--- src/logic/pag_pkg.sv ---
// Purpose: Constants for the eight-pin port with pin sharing
// Assumes: Single 100 MHz clock domain
// Notes:   Oscillator configuration codes are local choices
package pag_pkg;
  localparam int          PAG_WIDTH         = 8;
  localparam logic [7:0]  PAG_DIR_RST       = 8'hff;
  localparam logic [7:0]  PAG_LATCH_RST     = 8'h00;
  localparam logic [4:0]  PAG_ANALOG_SELECT_REG_RST     = 5'h1f;
  localparam int          PAG_PIN_T1CKI     = 4;
  localparam int          PAG_PIN_SEL       = 5;
  localparam int          PAG_PIN_CLKO      = 6;
  localparam int          PAG_PIN_OSCIN     = 7;
  localparam int          PAG_PIN_VREF      = 2;
  localparam int          PAG_CYC_DIV       = 4;
  localparam logic [1:0]  PAG_DIV_LAST      = 2'h3;
  localparam logic [1:0]  PAG_DIV_HALF      = 2'h2;
  // Oscillator configuration codes
  localparam logic [2:0]  PAG_OSC_XTAL      = 3'h0;
  localparam logic [2:0]  PAG_OSC_RC_IO     = 3'h1;
  localparam logic [2:0]  PAG_OSC_RC_CLKO   = 3'h2;
  localparam logic [2:0]  PAG_OSC_INT_IO    = 3'h3;
  localparam logic [2:0]  PAG_OSC_INT_CLKO  = 3'h4;
  localparam logic [2:0]  PAG_OSC_EXT_IO    = 3'h5;
  localparam logic [2:0]  PAG_OSC_EXT_CLKO  = 3'h6;
endpackage : pag_pkg

--- src/logic/pag_port.sv ---
// Purpose: Eight-pin general-purpose port with pin sharing
// Assumes: Register accesses arrive as one-cycle strobes on clk
// Notes:   Pin reads pass a three-flop synchroniser before use
//
// Function
// - Direction bit one makes the pin an input, driver off.
// - Direction bit zero drives the pin from the latch bit.
// - Pin-level read returns pins; pin-level write updates the latch.
// - Latch register is separate; its read returns the latch value.
// - Eight pins, each with own direction, latch and read bit.
// - Top pins are port pins only if oscillator frees them, else zero.
// - Five analog select bits for pins 0-3 and 5, set at reset.
// - After reset analog pins read zero; pin four is digital input.
// - Analog select kills the pin-level read only, not the latch output.
// - Direction bits drive pins even in analog use; keep them set.
// - Routed comparator output drives pin four or five when output.
// - Reference output on pin two disables its digital in and out.
// - Pin six is I/O in free modes, cycle clock out in clock-out modes.
// - Pin four feeds the first timer clock input.
// - Pin five feeds the serial slave select input.
// - Pin seven is port I/O only in the two internal oscillator modes.
`timescale 1ns/1ps
`default_nettype none

module pag_port (
  // Clock and reset
  input  wire logic       clk,
  input  wire logic       rst_n,
  // Register strobes
  input  wire logic       pin_level_reg_wr,
  input  wire logic       output_latch_reg_wr,
  input  wire logic       direction_reg_wr,
  input  wire logic       analog_select_reg_wr,
  input  wire logic [7:0] wr_data,
  // Configuration and peripherals
  input  wire logic [2:0] osc_mode,
  input  wire logic       first_comparator_oe,
  input  wire logic       first_comparator_out,
  input  wire logic       second_comparator_oe,
  input  wire logic       second_comparator_out,
  input  wire logic       comparator_ref_voltage_oe,
  // Pins
  input  wire logic [7:0] pad_in,
  output logic      [7:0] pad_out,
  output logic      [7:0] pad_oe,
  // Register read-back
  output logic      [7:0] pin_level_reg,
  output logic      [7:0] output_latch_reg,
  output logic      [7:0] direction_reg,
  output logic      [4:0] analog_select_bits,
  // Peripheral inputs
  output logic            first_timer_clock_in,
  output logic            serial_slave_select_n
);

  // ==========================================================
  // Stored state
  logic [7:0] latch_ff;
  logic [7:0] dir_ff;
  logic [4:0] analog_select_reg_ff;
  logic [7:0] s1_ff, s2_ff, s3_ff, pin_ff;
  logic [1:0] div_ff;
  logic       cyc_ff;

  // ==========================================================
  // Pin ownership by oscillator mode
  logic free6, free7, clko6;
  always_comb begin
    free6 = (osc_mode == pag_pkg::PAG_OSC_RC_IO) ||
            (osc_mode == pag_pkg::PAG_OSC_INT_IO) ||
            (osc_mode == pag_pkg::PAG_OSC_EXT_IO);
    clko6 = (osc_mode == pag_pkg::PAG_OSC_RC_CLKO) ||
            (osc_mode == pag_pkg::PAG_OSC_INT_CLKO) ||
            (osc_mode == pag_pkg::PAG_OSC_EXT_CLKO);
    // Only the internal oscillator modes leave the input pin free
    free7 = (osc_mode == pag_pkg::PAG_OSC_INT_IO) ||
            (osc_mode == pag_pkg::PAG_OSC_INT_CLKO);
  end

  logic [7:0] io_en;
  assign io_en = {free7, free6, 6'h3f};

  // Analog select per pin: bits map to pins 0-3 and 5
  logic [7:0] ana;
  assign ana = {2'h0, analog_select_reg_ff[4], 1'b0, analog_select_reg_ff[3:0]};

  // ==========================================================
  // Registers
  always_ff @(posedge clk or negedge rst_n) begin
    if (!rst_n) begin
      latch_ff <= pag_pkg::PAG_LATCH_RST;
    end else if (pin_level_reg_wr || output_latch_reg_wr) begin
      latch_ff <= wr_data;
    end
  end

  always_ff @(posedge clk or negedge rst_n) begin
    if (!rst_n) begin
      dir_ff <= pag_pkg::PAG_DIR_RST;
    end else if (direction_reg_wr) begin
      dir_ff <= wr_data;
    end
  end

  always_ff @(posedge clk or negedge rst_n) begin
    if (!rst_n) begin
      analog_select_reg_ff <= pag_pkg::PAG_ANALOG_SELECT_REG_RST;
    end else if (analog_select_reg_wr) begin
      analog_select_reg_ff <= wr_data[4:0];
    end
  end

  // ==========================================================
  // Synchroniser; change counts once stages two and three agree
  always_ff @(posedge clk or negedge rst_n) begin
    if (!rst_n) begin
      s1_ff  <= 8'h00;
      s2_ff  <= 8'h00;
      s3_ff  <= 8'h00;
      pin_ff <= 8'h00;
    end else begin
      s1_ff <= pad_in;
      s2_ff <= s1_ff;
      s3_ff <= s2_ff;
      pin_ff <= (s2_ff & s3_ff) | (~(s2_ff ^ s3_ff) & s3_ff) |
                ((s2_ff ^ s3_ff) & pin_ff);
    end
  end

  // ==========================================================
  // Cycle clock: system clock divided by four
  always_ff @(posedge clk or negedge rst_n) begin
    if (!rst_n) begin
      div_ff <= 2'h0;
      cyc_ff <= 1'b0;
    end else begin
      div_ff <= (div_ff == pag_pkg::PAG_DIV_LAST) ? 2'h0 : div_ff + 2'h1;
      cyc_ff <= (div_ff >= pag_pkg::PAG_DIV_HALF);
    end
  end

  // ==========================================================
  // Per-pin output and read paths
  logic [7:0] nxt_out, nxt_oe, nxt_rd;
  genvar g;
  generate
    for (g = 0; g < pag_pkg::PAG_WIDTH; g++) begin : g_pin
      logic vref_here;
      logic cmp_on;
      logic cmp_val;
      logic clko_here;
      logic pin_oe;
      logic pin_out;

      // Reference output owns pin two whatever the direction bit says
      assign vref_here = (g == pag_pkg::PAG_PIN_VREF) &&
                         comparator_ref_voltage_oe;

      // Comparator routing exists only on pins four and five
      always_comb begin
        cmp_on  = 1'b0;
        cmp_val = 1'b0;
        if (g == pag_pkg::PAG_PIN_T1CKI) begin
          cmp_on  = first_comparator_oe;
          cmp_val = first_comparator_out;
        end else if (g == pag_pkg::PAG_PIN_SEL) begin
          cmp_on  = second_comparator_oe;
          cmp_val = second_comparator_out;
        end
      end

      assign clko_here = (g == pag_pkg::PAG_PIN_CLKO) && clko6;

      always_comb begin
        // Direction bit still steers the driver in analog use
        pin_oe  = io_en[g] && !dir_ff[g] && !vref_here;
        pin_out = latch_ff[g];
        // Comparator result takes priority over the latch bit
        if (cmp_on) begin
          pin_out = cmp_val;
        end
        if (clko_here) begin
          pin_oe  = 1'b1;
          pin_out = cyc_ff;
        end
        // A released pin shows zero rather than a stale latch bit
        if (!pin_oe) begin
          pin_out = 1'b0;
        end
      end

      assign nxt_oe[g]  = pin_oe;
      assign nxt_out[g] = pin_out;
      // Analog select blocks the digital input only
      assign nxt_rd[g]  = pin_ff[g] && !ana[g] && io_en[g] &&
                          !vref_here;
    end
  endgenerate

  // ==========================================================
  // Registered outputs
  always_ff @(posedge clk or negedge rst_n) begin
    if (!rst_n) begin
      pad_out               <= 8'h00;
      pad_oe                <= 8'h00;
      pin_level_reg         <= 8'h00;
      output_latch_reg      <= pag_pkg::PAG_LATCH_RST;
      direction_reg         <= pag_pkg::PAG_DIR_RST & 8'h3f;
      analog_select_bits    <= pag_pkg::PAG_ANALOG_SELECT_REG_RST;
      first_timer_clock_in  <= 1'b0;
      serial_slave_select_n <= 1'b0;
    end else begin
      pad_out               <= nxt_out;
      pad_oe                <= nxt_oe;
      pin_level_reg         <= nxt_rd;
      output_latch_reg      <= latch_ff & io_en;
      direction_reg         <= dir_ff & io_en;
      analog_select_bits    <= analog_select_reg_ff;
      // Timer input bypasses analog gating: pin four is never analog
      first_timer_clock_in  <= pin_ff[pag_pkg::PAG_PIN_T1CKI];
      serial_slave_select_n <= pin_ff[pag_pkg::PAG_PIN_SEL];
    end
  end

endmodule // pag_port

`default_nettype wire

--- config.mk ---
export PLATFORM = sky130hd
export DESIGN_NAME = pag_port
export DESIGN_NICKNAME = d
export VERILOG_FILES = /design/src/logic/pag_pkg.sv /design/src/logic/pag_port.sv
export SDC_FILE = /design/constraint.sdc
export NUM_CORES = 1
export LEC_CHECK = 0
export ABC_CLOCK_PERIOD_IN_PS = 900
export CORE_ASPECT_RATIO = 0.6
export CORE_MARGIN = 1.5
export CORE_UTILIZATION = 30
export DETAILED_ROUTE_END_ITERATION = 8
export DONT_BUFFER_PORTS = 1
export SYNTH_ARGS = -nofsm -noshare
export SYNTH_HDL_FRONTEND = slang
export SYNTH_SLANG_ARGS = --single-unit
--- constraint.sdc ---
create_clock -name clk -period 0.9 [get_ports clk]
set_input_delay 0.045 -clock clk [delete_from_list [all_inputs] [get_ports clk]]
set_output_delay 0.045 -clock clk [all_outputs]
set_load 0.01 [all_outputs]
==> results of run 1 <==
-- logic make-up (layout without fill, tap and decap cells) --
family,Yosys count,in the layout
buf+inv,10,52
mux,18,18
fa+ha+maj,10,10
flops,102,102
simple gates,29,29
compound gates,22,22
-- timing repair --
action / in CTS / in global routing
buffers inserted: 2 / 2
setup endpoints to repair: 20 / 28
resized for setup: 1 / 3
pin swaps: 9 / 2
endpoints found under the hold margin: 146 / 120
-- synthesized netlist by cell type --
library cell	n	area share [%]
o22ai_1	1	0.19
clkbuf_1	1	0.11
nand3b_1	1	0.23
dfrtp_1	78	60
a21boi_1	3	0.69
mux2_1	2	0.69
nor3_1	1	0.15
nor2_1	4	0.46
ha_1	10	3.8
mux2i_1	2	0.61
and2_1	1	0.19
buf_6	1	0.34
or2b_1	1	0.23
nor2b_1	7	1.3
or2_2	1	0.19
nor2_4	1	0.34
and3_2	3	0.69
inv_1	7	0.80
a21o_1	9	2.1
a21oi_1	3	0.46
dfstp_2	24	19
nand2_1	7	0.80
or3b_4	1	0.34
buf_4	1	0.23
o21ai_0	6	0.92
nor3b_1	1	0.23
mux2_2	14	4.8
-- where the power goes --
group,internal (W),total (W),switching [W]
Clock,0.00191,0.00361,0.00170
Sequential,0.00503,0.00530,0.000278
Combinational,0.000246,0.000375,0.000129
Total,0.00718,0.00929,0.00210
-- worst reg2reg max path: cells and delay by family, from the launching register on --
kind / cells / cell delay [ns]
AO/OA/AOI/OAI: 1 / 0.16
flip-flops: 1 / 0.38
adder cells (fa/ha/maj): 1 / 0.30
-- final cells by class --
class	instances	area (sq um)
repair buffers	29	287.8
flip-flops and latches	102	2582
fillers	1010	6598
clock buffers	9	225.2
well taps	139	173.9
inverters	7	26.28
multi-input cells	79	645.6
clock inverters	7	56.30
-- how the worst min path moves through the flow --
stage	start	end	slack (ns)	cells past startpoint
2_1_floorplan	rst_n	cyc_ff$_DFF_PN0_	-0.25	0
3_3_place_gp	rst_n	s1_ff[0]$_DFF_PN0_	-0.25	0
3_5_place_dp	rst_n	s2_ff[2]$_DFF_PN0_	-0.25	0
4_1_cts	rst_n	s2_ff[2]$_DFF_PN0_	-0.62	0
5_1_grt	rst_n	s1_ff[0]$_DFF_PN0_	-0.63	0
6_report	rst_n	s1_ff[0]$_DFF_PN0_	-0.60	0
-- per-stage QoR --
| stage | cell area [sq um] | power (W) | util [%] | hold WS [ns] |
|---|---|---|---|---|
| 6_report | 3998 | 0.009289 | 37.73 | -0.6013 |
| 3_5_place_dp | 3457 | 0.005668 | 32.63 | -0.2480 |
| 4_1_cts | 3976 | 0.009461 | 37.53 | -0.6219 |
| 2_1_floorplan | 3271 | 0.005570 | - | -0.2506 |
| 3_3_place_gp | 3457 | 0.005647 | 32.63 | -0.2480 |
| 5_1_grt | 3998 | 0.009773 | 37.73 | -0.6290 |
-- layer usage --
layer / vias to the layer above / GRT usage (%)
met5: - / 0
met4: 0 / 3.693
met3: 7 / 5.343
met2: 53 / 15.14
met1: 810 / 12.88
li1: 700 / -
==> results.py, run 1 <==
metrics = {
    "run_status": {
        "status": "complete, but fails checks",
        "violations": "negative hold slack, negative setup slack",
    },
    "critical_path": {
        "slowest_stage": "dfrtp_1",
        "cpPeakStageDelay_ns": 0.38,
        "cp_top_family": "flip-flops",
        "cp-startpoint": "s2_ff[1]$_DFF_PN0_",
        "crit_arrival_ns": 1.17,
        "start_kind": "register",
        "rrSetupSlack_ns": -0.04,
        "crit_buf_inv": 0,
        "worstSetupPathDepth": 2,
        "critPathMaxFanout": 2,
        "crit_chain": "ha_1 -> a21o_1",
        "endpoint_kind": "register",
        "rr_endpoint": "pin_ff[1]$_DFF_PN0_",
        "r2r-start": "s2_ff[1]$_DFF_PN0_",
        "critical_path_class": "reg -> reg",
        "reg2regPathDepth": 2,
        "required_ns": 1.13,
        "crit_end": "pin_ff[1]$_DFF_PN0_",
    },
    "global_routing": {
        "grt_use_total_pct": 10.28,
        "grt_max_degree": 103,
        "antenna_found_initial": 0,
        "grt_pass1_wl_um": 8694,
        "grt_overflow": 0,
        "grt_pass1_vias": 1703,
    },
    "drt": {
        "wire_per_inst_um": 14.26,
        "drt_wl_total_um": 5303,
        "vias_per_cell": 4.220,
        "dr.first_iter.drc_count": 56,
        "met2WireLength_um": 2347,
        "dr.max_layer_used": "met4",
        "route.met3.wl_um": 384,
        "wl_met1_um": 2518,
        "drc": 0,
        "route.vias.total": 1570,
        "drt-pass1-iter-count": 3,
        "ant_nets": 0,
    },
    "clock_network": {
        "path_clk_slew_ns": 0.07,
        "numCtsBuffers": 9,
        "cts_tree": "built",
        "ctsHoldBuffers": 22,
        "clk-insertion-delay-late_ns": 0.33,
        "cts_sinks": 102,
        "cts_buffer_depth": 2,
        "htree_levels": 3,
        "cts_root_buffer": "clkbuf_16",
    },
    "layout": {
        "layout-drive-gt1-share_pct": 29.61,
        "fin_cells": 372,
        "layout_common_cells": "dfrtp_1 (78), dfstp_2 (24), dlygate4sd3_1 (21)",
        "final_net_count": 268,
        "insertedDiodeCount": 0,
        "final_common_cell": "dfrtp_1",
        "area_growth_pct": 22.32,
    },
    "power": {
        "leakagePower_nw": 1.826,
        "power.density_nw_per_um2": 2324,
        "vdd_drop_max_mv": 1.133,
    },
    "timing": {
        "hold_viol_final": 120,
        "setup_viol": 19,
        "post-route-period-util_pct": 104.8,
        "post-route-min-period_ns": 0.9433,
        "fin_skew_ns": 0.003126,
        "rsz0062_at_grt": "yes",
        "final_max_slew_viol_count": 0,
        "max_freq_mhz": 1060,
        "worst_pin_slew_ns": 0.3623,
        "holdWs_ns": -0.6013,
        "setup_tns_ns": -0.4507,
        "timing.final.ws_setup_ns": -0.04325,
        "max-slew-margin-rel_pct": 75.85,
    },
    "yosys": {
        "syn-cell-area_sq_um": 3268,
        "ys.warnings.count": 0,
        "synth_compound_area_share_pct": 4.326,
        "synth_cells": 191,
        "synth_top_family_by_area": "multiplexers",
        "synthSimpleGateAreaFrac_pct": 5.207,
        "synth_adder_area_share_pct": 3.828,
        "synth-xor-area-share_pct": 0,
        "ys_seq_area_share_pct": 79.02,
        "muxShareOfSynthArea_pct": 6.126,
        "ys_seq_elements": 102,
        "avgSynthCellArea_sq_um": 17.11,
        "synth_fp_nets": 231,
        "synth.distinct_cells": 27,
    },
    "floorplan": {
        "die-area_sq_um": 11550,
        "start_util_pct": 30.85,
        "core_sq_um": 10600,
        "row_count": 29,
        "die_w_um": 137.7,
        "die_y_um": 83.85,
        "ios": 77,
    },
    "placement": {
        "place.gp.congestion": 0.6953,
        "dp_hpwl_um": 3299,
        "post-place-ws_ns": -0.04039,
        "io_buffers": 0,
        "dpl.cell_count": 330,
    },
    "run": {
        "maxCapViolCount": 0,
    },
    "worst_hold_path": {
        "hold_class": "in -> async",
    },
}
(Power assumes the default switching activity.)
==> inputs of run 2 (changes only) <==
--- a/config.mk
+++ b/config.mk
@@ -11,6 +11,7 @@
 export CORE_UTILIZATION = 30
 export DETAILED_ROUTE_END_ITERATION = 8
 export DONT_BUFFER_PORTS = 1
+export SKIP_CTS_REPAIR_TIMING = 1
 export SYNTH_ARGS = -nofsm -noshare
 export SYNTH_HDL_FRONTEND = slang
 export SYNTH_SLANG_ARGS = --single-unit
==> results.py, run 2 (synthesis results as in run 1) <==
metrics = {
    "run_status": {
        "status": "complete, but fails checks",
        "violations": "negative hold slack, negative setup slack",
    },
    "layout": {
        "final_common_cell": "dfrtp_1",
        "final_net_count": 265,
        "fillCellCount": 1014,
        "layout_common_cells": "dfrtp_1 (78), dfstp_2 (24), dlygate4sd3_1 (22)",
        "layout-drive-gt1-share_pct": 28.70,
        "stdcell_area_sq_um": 3973,
        "insertedDiodeCount": 0,
        "area_growth_pct": 21.55,
        "utilization_pct": 37.49,
    },
    "timing": {
        "fin_skew_ns": 0.004763,
        "post-route-period-util_pct": 104.4,
        "worst_pin_slew_ns": 0.3487,
        "hold_viol_final": 120,
        "rsz0062_at_grt": "yes",
        "holdWs_ns": -0.6026,
        "max-slew-margin-rel_pct": 76.68,
        "post-route-min-period_ns": 0.9393,
        "max_freq_mhz": 1065,
        "setup_tns_ns": -0.4803,
        "timing.final.ws_setup_ns": -0.03925,
        "setup_viol": 23,
        "final_max_slew_viol_count": 0,
    },
    "drt": {
        "route.vias.total": 1540,
        "ant_nets": 0,
        "wire_per_inst_um": 14.32,
        "drt_wl_total_um": 5284,
        "drt-pass1-iter-count": 3,
        "met2WireLength_um": 2317,
        "route.met3.wl_um": 360,
        "drc": 0,
        "dr.max_layer_used": "met4",
        "dr.first_iter.drc_count": 40,
        "wl_met1_um": 2555,
        "vias_per_cell": 4.173,
    },
    "floorplan": {
        "core_sq_um": 10600,
        "ios": 77,
        "die_y_um": 83.85,
        "row_count": 29,
        "die-area_sq_um": 11550,
        "die_w_um": 137.7,
        "start_util_pct": 30.85,
    },
    "worst_hold_path": {
        "hold_class": "in -> async",
    },
    "power": {
        "leakagePower_nw": 1.803,
        "vdd_drop_max_mv": 1.138,
        "power.density_nw_per_um2": 2339,
        "power_w": 0.009290,
    },
    "critical_path": {
        "critPathMaxFanout": 1,
        "rrSetupSlack_ns": -0.03,
        "critical_path_class": "reg -> out",
        "endpoint_kind": "output pin",
        "required_ns": 0.85,
        "start_kind": "register",
        "crit_arrival_ns": 0.89,
    },
    "clock_network": {
        "numCtsBuffers": 9,
        "cts_sinks": 102,
        "cts_buffer_depth": 2,
        "cts_tree": "built",
        "clk-insertion-delay-late_ns": 0.33,
        "cts_root_buffer": "clkbuf_16",
        "path_clk_slew_ns": 0.07,
        "htree_levels": 3,
    },
    "placement": {
        "place.gp.congestion": 0.6953,
        "post_dp_cell_area_sq_um": 3457,
        "dp_hpwl_um": 3299,
        "io_buffers": 0,
    },
    "global_routing": {
        "grt_pass1_wl_um": 8259,
        "antenna_found_initial": 0,
        "grt_max_degree": 103,
        "grt_overflow": 0,
        "grt_pass1_vias": 1556,
        "grt_use_total_pct": 9.866,
    },
    "run": {
        "maxCapViolCount": 0,
    },
}
-- run 2: cell type report --
type	count	area, sq um	area share (%)
tap	139	173.9	4.378
clock inverter	7	56.30	1.417
clock buffer	9	225.2	5.669
sequential	102	2582	65.01
inverter	7	26.28	0.6614
multi-input combinational	79	645.6	16.25
timing repair buffer	26	262.8	6.614
-- run 2: final timing paths --
check | startpoint | end | cells after the start
setup / recovery | direction_reg[1]$_DFF_PN1_ | direction_reg[1] | 0
hold / removal | rst_n | s1_ff[0]$_DFF_PN0_ | 0
setup reg to reg | s2_ff[1]$_DFF_PN0_ | pin_ff[1]$_DFF_PN0_ | 2
hold reg to reg | s1_ff[7]$_DFF_PN0_ | s2_ff[7]$_DFF_PN0_ | 0
max in group asynchronous | rst_n | dir_ff[5]$_DFFE_PN1P_ | 0
min in group clk | direction_reg_wr | dir_ff[4]$_DFFE_PN1P_ | 1
-- run 2: power breakdown --
part           leakage (nW)  internal [W]  switching, W  total, W
Clock                 0.142       0.00191       0.00171   0.00362
Sequential             1.20       0.00502      0.000279   0.00530
Combinational         0.464      0.000237      0.000127  0.000364
-- run 2: metrics by stage --
step                worst slack [ns]  std cells  hold WS (ns)
floorplan                   -0.01286        191       -0.2506
global placement            -0.01795        330       -0.2480
detailed placement          -0.04039        330       -0.2480
CTS                         -0.06477        346       -0.6219
global route                -0.08588        369       -0.6290
finish                      -0.03925        369       -0.6026
-- run 2: routing by layer --
| layer | up-vias | global-route usage [%] |
|---|---|---|
| met5 | - | 0 |
| met3 | 7 | 5.525 |
| met1 | 784 | 12.65 |
| met4 | 0 | 3.693 |
| li1 | 696 | - |
| met2 | 53 | 13.82 |
-- run 2: worst register-to-register path: stages, from the launching register on --
cell     delay, ns
dfrtp_1       0.38
ha_1          0.30
a21o_1        0.16
